===== config.mk =====
export PLATFORM = sky130hd
export DESIGN_NAME = see_top
export DESIGN_NICKNAME = d
export VERILOG_FILES = /design/src/design/see_pkg.sv /design/src/design/see_filt.sv /design/src/design/see_timer.sv /design/src/design/see_top.sv
export SDC_FILE = /design/constraint.sdc
export NUM_CORES = 2
export LEC_CHECK = 0
export BUFFER_PORTS_ARGS = -buffer_cell sky130_fd_sc_hd__buf_4
export CAP_MARGIN = 20
export CORE_MARGIN = 10
export CORE_UTILIZATION = 40
export DETAILED_ROUTE_END_ITERATION = 8
export HOLD_SLACK_MARGIN = 0.08
export PLACE_DENSITY = 0.54
export SLEW_MARGIN = 20
export SYNTH_ARGS = -nofsm -noshare
export SYNTH_HDL_FRONTEND = slang
export SYNTH_SLANG_ARGS = --single-unit

===== constraint.sdc =====
create_clock -name clock -period 7.5 [get_ports clock]
set_input_delay 0.375 -clock clock [delete_from_list [all_inputs] [get_ports clock]]
set_output_delay 0.375 -clock clock [all_outputs]
set_load 0.01 [all_outputs]

===== src/design/see_pkg.sv =====
// Shared constants, state codes and the bus event carrier for the serial EEPROM slave.
package see_pkg;

   localparam int CLK_PERIOD_NS = 8;
   localparam int NS_PER_MS     = 1_000_000;

   localparam int GLITCH_NS  = 100;
   localparam int GLITCH_CYC = (GLITCH_NS + CLK_PERIOD_NS - 1) / CLK_PERIOD_NS;

   localparam int INTERNAL_WRITE_DURATION_MS  = 5;
   localparam int INTERNAL_WRITE_DURATION_CYC =
      INTERNAL_WRITE_DURATION_MS * NS_PER_MS / CLK_PERIOD_NS;

   localparam int POWER_UP_READY_DELAY_MS  = 1;
   localparam int POWER_UP_READY_DELAY_CYC =
      POWER_UP_READY_DELAY_MS * NS_PER_MS / CLK_PERIOD_NS;

   localparam int ADDR_W    = 8;
   localparam int PAGE_W    = 4;
   localparam int MEM_DEPTH = 256;
   localparam int PAGE_SIZE = 16;

   localparam logic [3:0] DEV_TYPE  = 4'hA;
   localparam logic [3:0] BITS_BYTE = 4'h8;
   localparam int         MSB_POS   = 7;
   localparam int         NXT_POS   = 6;
   localparam int         RW_POS    = 0;

   typedef enum logic [3:0] {
      ST_IDLE    = 4'h0,
      ST_DEVADR  = 4'h1,
      ST_DEVACK  = 4'h3,
      ST_WADR    = 4'h2,
      ST_WADRACK = 4'h6,
      ST_WDAT    = 4'h7,
      ST_WDATACK = 4'h5,
      ST_RDAT    = 4'h4,
      ST_RDACK   = 4'hC
   } see_state_t;

   typedef struct packed {
      logic sda;
      logic scl_rise;
      logic scl_fall;
      logic start;
      logic stop;
   } see_bus_ev_t;

endpackage


===== src/design/see_filt.sv =====
// Two-flop synchroniser followed by a stability filter for one bus line.
`timescale 1ns/10ps
module see_filt #(
   parameter int CYC = see_pkg::GLITCH_CYC
) (
   // Clock and reset.
   input  wire logic clock,
   input  wire logic rstn,
   // Raw pin and filtered level.
   input  wire logic raw,
   output logic      level
);
   localparam int CW = $clog2(CYC + 1);

   logic          sync1_ff;
   logic          sync2_ff;
   logic          level_ff;
   logic [CW-1:0] cnt_ff;

   // A change is accepted only after it has held for more than CYC samples.
   always_ff @(posedge clock or negedge rstn)
   begin
      if (!rstn)
      begin
         sync1_ff <= 1'b1;
         sync2_ff <= 1'b1;
         level_ff <= 1'b1;
         cnt_ff   <= '0;
      end
      else
      begin
         sync1_ff <= raw;
         sync2_ff <= sync1_ff;
         if (sync2_ff == level_ff)
            cnt_ff <= '0;
         else if (cnt_ff == CW'(CYC))
         begin
            level_ff <= sync2_ff;
            cnt_ff   <= '0;
         end
         else
            cnt_ff <= cnt_ff + 1'b1;
      end
   end

   assign level = level_ff;
endmodule


===== src/design/see_timer.sv =====
// Down counter that reports busy for a fixed number of cycles after a launch.
`timescale 1ns/10ps
module see_timer #(
   parameter int CYCLES        = 16,
   parameter bit BUSY_AT_RESET = 1'b0
) (
   // Clock and reset.
   input  wire logic clock,
   input  wire logic rstn,
   // Control and status.
   input  wire logic launch,
   output logic      busy
);
   localparam int CW = $clog2(CYCLES + 1);

   logic [CW-1:0] cnt_ff;

   always_ff @(posedge clock or negedge rstn)
   begin
      if (!rstn)
         cnt_ff <= BUSY_AT_RESET ? CW'(CYCLES) : '0;
      else if (launch)
         cnt_ff <= CW'(CYCLES);
      else if (cnt_ff != '0)
         cnt_ff <= cnt_ff - 1'b1;
   end

   assign busy = (cnt_ff != '0);
endmodule


===== src/design/see_top.sv =====
// Bus-facing slave logic of a small serial EEPROM with page buffer and write timing.
`timescale 1ns/10ps
module see_top #(
   parameter int WRITE_CYC = see_pkg::INTERNAL_WRITE_DURATION_CYC,
   parameter int READY_CYC = see_pkg::POWER_UP_READY_DELAY_CYC
) (
   // Clock and power-on reset.
   input  wire logic clock,
   input  wire logic rstn,
   // Serial bus.
   input  wire logic scl_i,
   input  wire logic sda_i,
   output logic      sda_o,
   output logic      sda_oe,
   // Strap and protect pins.
   input  wire logic strap_select_bit0,
   input  wire logic strap_select_bit1,
   input  wire logic strap_select_bit2,
   input  wire logic wp_i,
   // Status.
   output logic      write_busy,
   output logic      ready
);
   localparam int NPIN = 4;

   see_pkg::see_bus_ev_t ev;
   see_pkg::see_state_t  state_ff;
   see_pkg::see_state_t  nxt_state;

   logic                         scl_f;
   logic                         sda_f;
   logic                         scl_q_ff;
   logic                         sda_q_ff;
   logic [NPIN-1:0]              pin_raw;
   logic [NPIN-1:0]              pin_s1_ff;
   logic [NPIN-1:0]              pin_s2_ff;
   logic [2:0]                   strap;
   logic                         wp_s;
   logic [3:0]                   cnt_ff;
   logic [3:0]                   nxt_cnt;
   logic [7:0]                   sh_ff;
   logic [7:0]                   nxt_sh;
   logic [7:0]                   tx_ff;
   logic [7:0]                   nxt_tx;
   logic                         oe_ff;
   logic                         nxt_oe;
   logic [see_pkg::ADDR_W-1:0]   addr_ff;
   logic [see_pkg::ADDR_W-1:0]   nxt_addr;
   logic                         rd_ff;
   logic                         nxt_rd;
   logic                         wp_lat_ff;
   logic                         nxt_wp_lat;
   logic                         mack_ff;
   logic                         nxt_mack;
   logic [see_pkg::PAGE_SIZE-1:0] valid_ff;
   logic [see_pkg::PAGE_SIZE-1:0] nxt_valid;
   logic                         buf_we;
   logic                         commit;
   logic                         pu_busy;
   logic                         wr_busy;
   logic                         byte_done;
   logic                         rx_state;
   logic                         cnt_state;
   logic                         dev_match;
   logic [7:0]                   mem_rd;
   logic [see_pkg::PAGE_W-1:0]   lo_inc;

   logic [7:0] mem  [see_pkg::MEM_DEPTH];
   logic [7:0] pbuf [see_pkg::PAGE_SIZE];

   // Bus lines pass the synchroniser and the glitch filter first.
   see_filt #(
      .CYC (see_pkg::GLITCH_CYC)
   ) u_filt_scl (
      .clock (clock),
      .rstn  (rstn),
      .raw   (scl_i),
      .level (scl_f)
   );

   see_filt #(
      .CYC (see_pkg::GLITCH_CYC)
   ) u_filt_sda (
      .clock (clock),
      .rstn  (rstn),
      .raw   (sda_i),
      .level (sda_f)
   );

   // Internal write cycle timer, launched by STOP after accepted data.
   see_timer #(
      .CYCLES        (WRITE_CYC),
      .BUSY_AT_RESET (1'b0)
   ) u_wr_timer (
      .clock  (clock),
      .rstn   (rstn),
      .launch (commit),
      .busy   (wr_busy)
   );

   // Power-up delay counts from reset release before commands are taken.
   see_timer #(
      .CYCLES        (READY_CYC),
      .BUSY_AT_RESET (1'b1)
   ) u_pu_timer (
      .clock  (clock),
      .rstn   (rstn),
      .launch (1'b0),
      .busy   (pu_busy)
   );

   // Static pins are synchronised by two flops each.
   assign pin_raw = {wp_i, strap_select_bit2, strap_select_bit1, strap_select_bit0};

   genvar gi;
   generate
      for (gi = 0; gi < NPIN; gi++)
      begin : g_pin_sync
         always_ff @(posedge clock or negedge rstn)
         begin
            if (!rstn)
            begin
               pin_s1_ff[gi] <= 1'b0;
               pin_s2_ff[gi] <= 1'b0;
            end
            else
            begin
               pin_s1_ff[gi] <= pin_raw[gi];
               pin_s2_ff[gi] <= pin_s1_ff[gi];
            end
         end
      end
   endgenerate

   assign strap = pin_s2_ff[2:0];
   assign wp_s  = pin_s2_ff[3];

   // Edge and condition detection on the filtered lines.
   always_ff @(posedge clock or negedge rstn)
   begin
      if (!rstn)
      begin
         scl_q_ff <= 1'b1;
         sda_q_ff <= 1'b1;
      end
      else
      begin
         scl_q_ff <= scl_f;
         sda_q_ff <= sda_f;
      end
   end

   assign ev.sda      = sda_f;
   assign ev.scl_rise = scl_f & ~scl_q_ff;
   assign ev.scl_fall = ~scl_f & scl_q_ff;
   assign ev.start    = scl_f & scl_q_ff & sda_q_ff & ~sda_f;
   assign ev.stop     = scl_f & scl_q_ff & ~sda_q_ff & sda_f;

   // Decoding of the current state and byte.
   assign byte_done = (cnt_ff == see_pkg::BITS_BYTE);
   assign rx_state  = (state_ff == see_pkg::ST_DEVADR) || (state_ff == see_pkg::ST_WADR) ||
                      (state_ff == see_pkg::ST_WDAT);
   assign cnt_state = rx_state || (state_ff == see_pkg::ST_RDAT);
   assign dev_match = (sh_ff[7:4] == see_pkg::DEV_TYPE) &&
                      (sh_ff[3:1] == strap) &&
                      !wr_busy && !pu_busy;
   assign mem_rd    = mem[addr_ff];
   assign lo_inc    = addr_ff[see_pkg::PAGE_W-1:0] + 1'b1;

   always_comb
   begin
      nxt_state  = state_ff;
      nxt_cnt    = cnt_ff;
      nxt_sh     = sh_ff;
      nxt_tx     = tx_ff;
      nxt_oe     = oe_ff;
      nxt_addr   = addr_ff;
      nxt_rd     = rd_ff;
      nxt_wp_lat = wp_lat_ff;
      nxt_mack   = mack_ff;
      nxt_valid  = valid_ff;
      buf_we     = 1'b0;
      commit     = 1'b0;
      if (ev.stop)
      begin
         // Accepted data becomes an internal write; a read just ends.
         nxt_state = see_pkg::ST_IDLE;
         nxt_oe    = 1'b0;
         commit    = |valid_ff;
         nxt_valid = '0;
      end
      else if (ev.start)
      begin
         // A repeated START drops pending data; the counter keeps its load.
         nxt_state = see_pkg::ST_DEVADR;
         nxt_cnt   = '0;
         nxt_oe    = 1'b0;
         nxt_valid = '0;
      end
      else
      begin
         if (ev.scl_rise && cnt_state)
            nxt_cnt = cnt_ff + 1'b1;
         if (ev.scl_rise && rx_state)
            nxt_sh = {sh_ff[6:0], ev.sda};
         unique case (state_ff)
            see_pkg::ST_IDLE:
            begin
               nxt_oe = 1'b0;
            end
            see_pkg::ST_DEVADR:
            begin
               if (ev.scl_fall && byte_done)
               begin
                  nxt_cnt = '0;
                  nxt_rd  = sh_ff[see_pkg::RW_POS];
                  if (dev_match)
                  begin
                     nxt_oe    = 1'b1;
                     nxt_state = see_pkg::ST_DEVACK;
                  end
                  else
                     nxt_state = see_pkg::ST_IDLE;
               end
            end
            see_pkg::ST_DEVACK:
            begin
               if (ev.scl_fall)
               begin
                  nxt_cnt = '0;
                  if (rd_ff)
                  begin
                     // Read starts at the counter, which then moves on.
                     nxt_tx    = mem_rd;
                     nxt_oe    = ~mem_rd[see_pkg::MSB_POS];
                     nxt_addr  = addr_ff + 1'b1;
                     nxt_state = see_pkg::ST_RDAT;
                  end
                  else
                  begin
                     nxt_oe    = 1'b0;
                     nxt_state = see_pkg::ST_WADR;
                  end
               end
            end
            see_pkg::ST_WADR:
            begin
               if (ev.scl_fall && byte_done)
               begin
                  nxt_cnt   = '0;
                  nxt_addr  = sh_ff;
                  nxt_oe    = 1'b1;
                  nxt_state = see_pkg::ST_WADRACK;
               end
            end
            see_pkg::ST_WADRACK:
            begin
               if (ev.scl_fall)
               begin
                  nxt_oe     = 1'b0;
                  nxt_wp_lat = wp_s;
                  nxt_state  = see_pkg::ST_WDAT;
               end
            end
            see_pkg::ST_WDAT:
            begin
               if (ev.scl_fall && byte_done)
               begin
                  nxt_cnt = '0;
                  if (wp_lat_ff)
                  begin
                     // Protected: no acknowledge and the whole write is dropped.
                     nxt_valid = '0;
                     nxt_state = see_pkg::ST_IDLE;
                  end
                  else
                  begin
                     buf_we = 1'b1;
                     nxt_valid[addr_ff[see_pkg::PAGE_W-1:0]] = 1'b1;
                     nxt_addr  = {addr_ff[see_pkg::ADDR_W-1:see_pkg::PAGE_W], lo_inc};
                     nxt_oe    = 1'b1;
                     nxt_state = see_pkg::ST_WDATACK;
                  end
               end
            end
            see_pkg::ST_WDATACK:
            begin
               if (ev.scl_fall)
               begin
                  nxt_oe    = 1'b0;
                  nxt_state = see_pkg::ST_WDAT;
               end
            end
            see_pkg::ST_RDAT:
            begin
               if (ev.scl_fall)
               begin
                  if (byte_done)
                  begin
                     nxt_oe    = 1'b0;
                     nxt_state = see_pkg::ST_RDACK;
                  end
                  else
                  begin
                     nxt_tx = {tx_ff[6:0], 1'b0};
                     nxt_oe = ~tx_ff[see_pkg::NXT_POS];
                  end
               end
            end
            see_pkg::ST_RDACK:
            begin
               if (ev.scl_rise)
                  nxt_mack = ~ev.sda;
               if (ev.scl_fall)
               begin
                  nxt_cnt = '0;
                  if (mack_ff)
                  begin
                     // Acknowledged: next byte, the counter wraps at the top.
                     nxt_tx    = mem_rd;
                     nxt_oe    = ~mem_rd[see_pkg::MSB_POS];
                     nxt_addr  = addr_ff + 1'b1;
                     nxt_state = see_pkg::ST_RDAT;
                  end
                  else
                     nxt_state = see_pkg::ST_IDLE;
               end
            end
            default:
            begin
               nxt_oe    = 1'b0;
               nxt_state = see_pkg::ST_IDLE;
            end
         endcase
      end
   end

   // Control state; the power-on reset puts the slave in standby.
   always_ff @(posedge clock or negedge rstn)
   begin
      if (!rstn)
      begin
         state_ff  <= see_pkg::ST_IDLE;
         cnt_ff    <= '0;
         sh_ff     <= '0;
         tx_ff     <= '0;
         oe_ff     <= 1'b0;
         addr_ff   <= '0;
         rd_ff     <= 1'b0;
         wp_lat_ff <= 1'b0;
         mack_ff   <= 1'b0;
         valid_ff  <= '0;
      end
      else
      begin
         state_ff  <= nxt_state;
         cnt_ff    <= nxt_cnt;
         sh_ff     <= nxt_sh;
         tx_ff     <= nxt_tx;
         oe_ff     <= nxt_oe;
         addr_ff   <= nxt_addr;
         rd_ff     <= nxt_rd;
         wp_lat_ff <= nxt_wp_lat;
         mack_ff   <= nxt_mack;
         valid_ff  <= nxt_valid;
      end
   end

   // Page buffer fill, and commit of the loaded bytes into their page at STOP.
   always_ff @(posedge clock)
   begin
      if (buf_we)
         pbuf[addr_ff[see_pkg::PAGE_W-1:0]] <= sh_ff;
      for (int i = 0; i < see_pkg::PAGE_SIZE; i++)
      begin
         if (commit && valid_ff[i])
            mem[{addr_ff[see_pkg::ADDR_W-1:see_pkg::PAGE_W], see_pkg::PAGE_W'(i)}] <= pbuf[i];
      end
   end

   // Open-drain output: the pin is only ever pulled low.
   assign sda_o      = 1'b0;
   assign sda_oe     = oe_ff;
   assign write_busy = wr_busy;
   assign ready      = ~pu_busy;
endmodule


# == Word-level counts from Yosys, hierarchy flattened ==
# Memory sizes are Yosys's and may differ from the RTL's.
# Cells that the tools add are included.
# op_classes
n_bitwise,20
order_cmp,2
n_eq_ne,36
n_reduce_logical,53
mux,103
n_addsub,7
# ops
op,count
$mux W16,5
$mux W4,20
$mux W1,55
$mux W7,6
$mux W20,2
$mux W8,5
$pmux W4 S8,1
$pmux W8 S4,1
$ne A4 B4 Y1 const B,7
$reduce_and A9 Y1,3
$logic_and A1 B1 Y1,23
$pmux W7 S3,1
$eq A4 B4 Y1 const B,5
$reduce_and A10 Y1,2
$reduce_bool A20 Y1,1
$sub A20 B1 Y20 const B,1
$reduce_bool A17 Y1,1
$sub A17 B1 Y17 const B,1
$add A4 B1 Y4 const B,4
$eq A4 B3 Y1 const B,4
$or A16 B16 Y16,1
$reduce_or A16 Y1,1
$ne A2 B2 Y1 const B,7
$ne A4 B3 Y1 const B,3
28 further kinds,61
# totals
word_cells,254
n_memories,2
mem_bits_rw,2176
register_bits,112
inputBits,8
# mem_list
memory,depth,width,read_ports,rd_ports_with_merged_regs,wr,line_no,text
mem,256,8,1,0,16,see_top.sv:68,logic [7:0] mem [see_pkg::MEM_DEPTH];
pbuf,16,8,16,0,1,see_top.sv:69,logic [7:0] pbuf [see_pkg::PAGE_SIZE];

# == Depth between registers and ports, before layout ==
# depth
ltp_word,10
ltp_mapped,13
depth_no_buf,9

# == Modules after synthesis ==
# A second synthesis with hierarchy kept.
# unflattened
hier_cells,4439
area_unflattened_um2,89254.4
# modules_own_cells
mod,area_per_inst_um2,n_inst,cells_each,seq_area_each_um2
see_top,86550.5,1,4175,66871.6
see_timer at u_wr_timer,1167.4,1,116,500.5
see_timer at u_pu_timer,980.9,1,104,434.2
see_filt at u_filt_scl,282.8,1,21,178.9
see_filt at u_filt_sda,272.8,1,23,178.9

# == Least setup slack after synthesis ==
# Ideal clock, no wire load.
# synth_timing
kind,reg2reg
from,reg u_filt_sda.level_ff (netlist: u_filt_sda.level)
to,"mem mem[81][0], enable pin"
setup_ns,0.370
period_less_slack_ns,2.978
t_arrival_ns,2.608
stages_incl_launch_ff,9
path_buffers,4
slack_ns,4.522
path_cell_list,dfstp_2 clkbuf_1 nor3b_1 and2_1 clkbuf_1 buf_2 nand2_1 clkbuf_1 nor2_1
# synth_rtl
item,line_no,text
from (decl),see_filt.sv:17,logic level_ff;
from (signal assigned),see_filt.sv:38,level_ff <= sync2_ff;
to (decl),see_top.sv:68,

# == Final worst setup path ==
# layout_timing
from,reg addr_ff[1] (netlist bit)
to,reg tx_ff[4]
# layout_via
elab_chain_len,4
elab_cells_between_ends,6
# layout_rtl
item,line_no,text
from (decl),see_top.sv:47,logic [see_pkg::ADDR_W-1:0] addr_ff;
from (signal assigned),see_top.sv:361,addr_ff <= nxt_addr;
$mem_v2 Z256 W8 *,--,
"$mux W7, on equally long branches","see_top.sv:317, see_top.sv:231",
"$mux W7, on equally long branches","see_top.sv:314, see_top.sv:228",
$pmux W7 S3 *,see_top.sv:206,unique case (state_ff)
to (signal assigned),see_top.sv:359,tx_ff <= nxt_tx;
to (decl),see_top.sv:43,logic [7:0] tx_ff;
# Mark *: on every way between the ends. The rest lies on a longest branch, timed or not. The select of a mux whose other input is x is not followed.
# A chain may end at the register's enable or synchronous reset.

==> metrics.cfg <==
[clock_tree]
cts_max_path_buffers=3
post-cts-setup-buffers=0
clkSinkCount=2288
numCtsBuffers=224
cts_tree=done
clk_pin_slew_ns=0.07
clk_latency_ns=0.88
cts_root_buf=clkbuf_16
cts_max_level=4

[sta]
clock_skew_ns=0.0305
slew_headroom_pct=22.2
final_hold_viol_count=0
rsz0062_at_grt=false
tns_ns=0
setup_violations=0
slew_viol_final=0
period_needed_ns=4.59
worstMarginPinSlew_ns=1.17
fin_ws_ns=2.91
post-route-period-util_pct=61.2
fmax_mhz=218

[synthesis]
yosys.area_share.simple_pct=3.57
synth_area_leaders=edfxtp_1, mux4_2, dfrtp_1
yosys.cell_types.count=76
syn_inst=4286
synthTopCellsByCount=edfxtp_1, mux4_2, nor2_1, nand2_1, mux2i_1
ys.flop_type=edfxtp_1
syn_nets=4308
yosys.cell_count.top_type=edfxtp_1
synth_edf_count=2176
yosysTopAreaCell=edfxtp_1
synth_xor_area_share_pct=0.414
ys_seq_area_share_pct=76.7
ys_seq_elements=2288
synthesis.area_sq_um=88900
synth_compound_gate_area_share_pct=2.07
synthArstFlopShare_pct=4.90
synth_warnings=0
synth_adder_area_share_pct=0.220
synth_top_family_by_area=multiplexers
avgSynthCellArea_sq_um=20.7
synthMuxAreaShare_pct=15.5
synth_top_area_share_pct=73.5

[routing]
drc=0
wirelength_mm=326
drt_iter0_markers=8684
drt-wirelength-per-cell_um=42.6
dr_total_vias=48900
postRouteAntennaNets=0
drt-pass1-iter-count=6
vias_per_cell=6.38

[layout]
fin_area_sq_um=101000
layout-drive-gt1-share_pct=24.9
stdcell_count=7657
seqCellArea_sq_um=68200
final_util_pct=45.7
fillers=18500
multi_input_area_sq_um=19400
final_nets=4520
syn_to_final_growth_pct=13.2

[power]
peakVddDrop_mv=0.202
power.density_nw_per_um2=251
p_leak_nw=24.7

[critical_path]
setup.worst_path.start_class=flip-flop
rr_endpoint=tx_ff[4]
path_max_fanout=98
r2r-start=addr_ff[1]
critPathRequiredTime_ns=8.26
arrival_ns=5.35
worst-setup-path-type=flip-flop to flip-flop
cp-end-kind=flip-flop
crit_start=addr_ff[1]
reg2regPathDepth=7
rrSetupSlack_ns=2.91

[floorplanning]
core-area_sq_um=220000
die_w_um=491
core.rowCount=172
floorplan.initialDensity_pct=40.3
ioPinCount=12
dieArea_sq_um=241000
die_y_um=491

[global_route]
grt_max_degree=107
antenna_found_initial=45
grt_pass1_wl_mm=432
overflow=0
grt_usage_pct=26.3
grt_pass1_vias=45600

[worst_hold_path]
hold_class=input pin to async pin

[placement]
io_buffers=10
dp_cells=7222
dp_slack_ns=3.14
dpl_cell_area_sq_um=93100
hpwlAfterDp_mm=206
place_congestion=1.05

[job]
max-cap-violations=0

[status]
status=finished clean

-- final cells by class --
class                   instances  share of cell area [%]
well taps                    2958                    3.68
clock inverters               154                    1.48
flip-flops and latches       2288                    67.8
inverters                      22                  0.0920
repair buffers                225                    1.83
diodes                          7                  0.0174
clock buffers                 266                    5.88
multi-input cells            1737                    19.3
-- sequential cells by signal, indices dropped and copies added (netlist names), 3 cells and up --
name               count
valid_ff              16
u_filt_scl.cnt_ff      4
tx_ff                  7
sh_ff                  8
pin_s2_ff              3
pin_s1_ff              4
mem                 2048
u_wr_timer.cnt_ff     20
u_pu_timer.cnt_ff     17
state_ff               4
cnt_ff                 4
u_filt_sda.cnt_ff      4
addr_ff                8
pbuf                 128
-- critical path, stage by stage, from the launching register on --
cell and delay, ns:
dfrtp_4 1.05, buf_12 0.56, mux4_2 0.52, mux4_2 0.48, nor2b_1 0.27, a2111oi_1 1.02, and3_1 0.29, a21oi_1 0.06
-- metrics by stage --
step	power [mW]	hold slack, ns
after floorplan	14.1	0.0794
final	25.3	0.0951
after global routing	25.9	0.145
after global placement	14.1	0.336
after CTS	25.3	0.101
after detailed placement	14.1	0.339
-- worst max-delay path by stage --
| stage | endpoint |
|---|---|
| after floorplan | mem[81][0] |
| after global placement | tx_ff[4] |
| after detailed placement | tx_ff[0] |
| after CTS | sda_oe |
| after global routing | tx_ff[4] |
| final | tx_ff[4] |
-- timing repair --
action / CTS / global route
hold buffers: 7 / 0
gates resized for setup: 0 / 0
hold endpoints to repair: 58 / 0
-- layer usage --
metal | vias to the layer above | wire length, um | GRT usage (%)
met3 | 672 | 41100 | 8.33
met1 | 26300 | 125000 | 36.5
li1 | 18100 | - | -
met2 | 3748 | 146000 | 39.2
met5 | - | 44 | 0
met4 | 8 | 14400 | 9.44
-- cells by family after synthesis --
| logic type | Yosys count |
|---|---|
| other | 1 |
| adder cells (fa/ha/maj) | 16 |
| AND/OR/NAND/NOR | 720 |
| multiplexers | 691 |
| XOR/XNOR | 42 |
| flip-flops | 2288 |
| buffers and inverters | 261 |
| AO/OA/AOI/OAI | 267 |
-- placed cells by master (no fill, tap or decap), types with 10 or more instances in the layout --
master / n
ha_1: 14
a221oi_1: 11
xor2_1: 15
nand2b_1: 10
nor2_1: 361
clkinvlp_4: 21
edfxtp_1: 2176
o21ai_0: 44
inv_1: 18
a21oi_1: 41
nor4_1: 18
nand3_1: 44
nand4_1: 12
buf_4: 205
clkinv_1: 42
a32oi_1: 21
mux2i_1: 129
or3_1: 11
xnor2_1: 27
clkinv_2: 55
nand2_1: 150
o22ai_1: 16
clkbuf_1: 32
and2_1: 22
a22oi_1: 32
dfrtp_1: 92
clkbuf_16: 229
a31oi_1: 34
mux4_2: 543
mux2_2: 17
nor2b_1: 17
nor3_1: 31
dfstp_2: 15
bufinv_16: 24
-- power breakdown --
part           internal [mW]  switching, mW  leakage [nW]
combinational        0.00841         0.0167          5.72
sequential              13.8        0.00373          15.4
clock                   6.46           5.00          3.60
(Power assumes the default switching activity.)
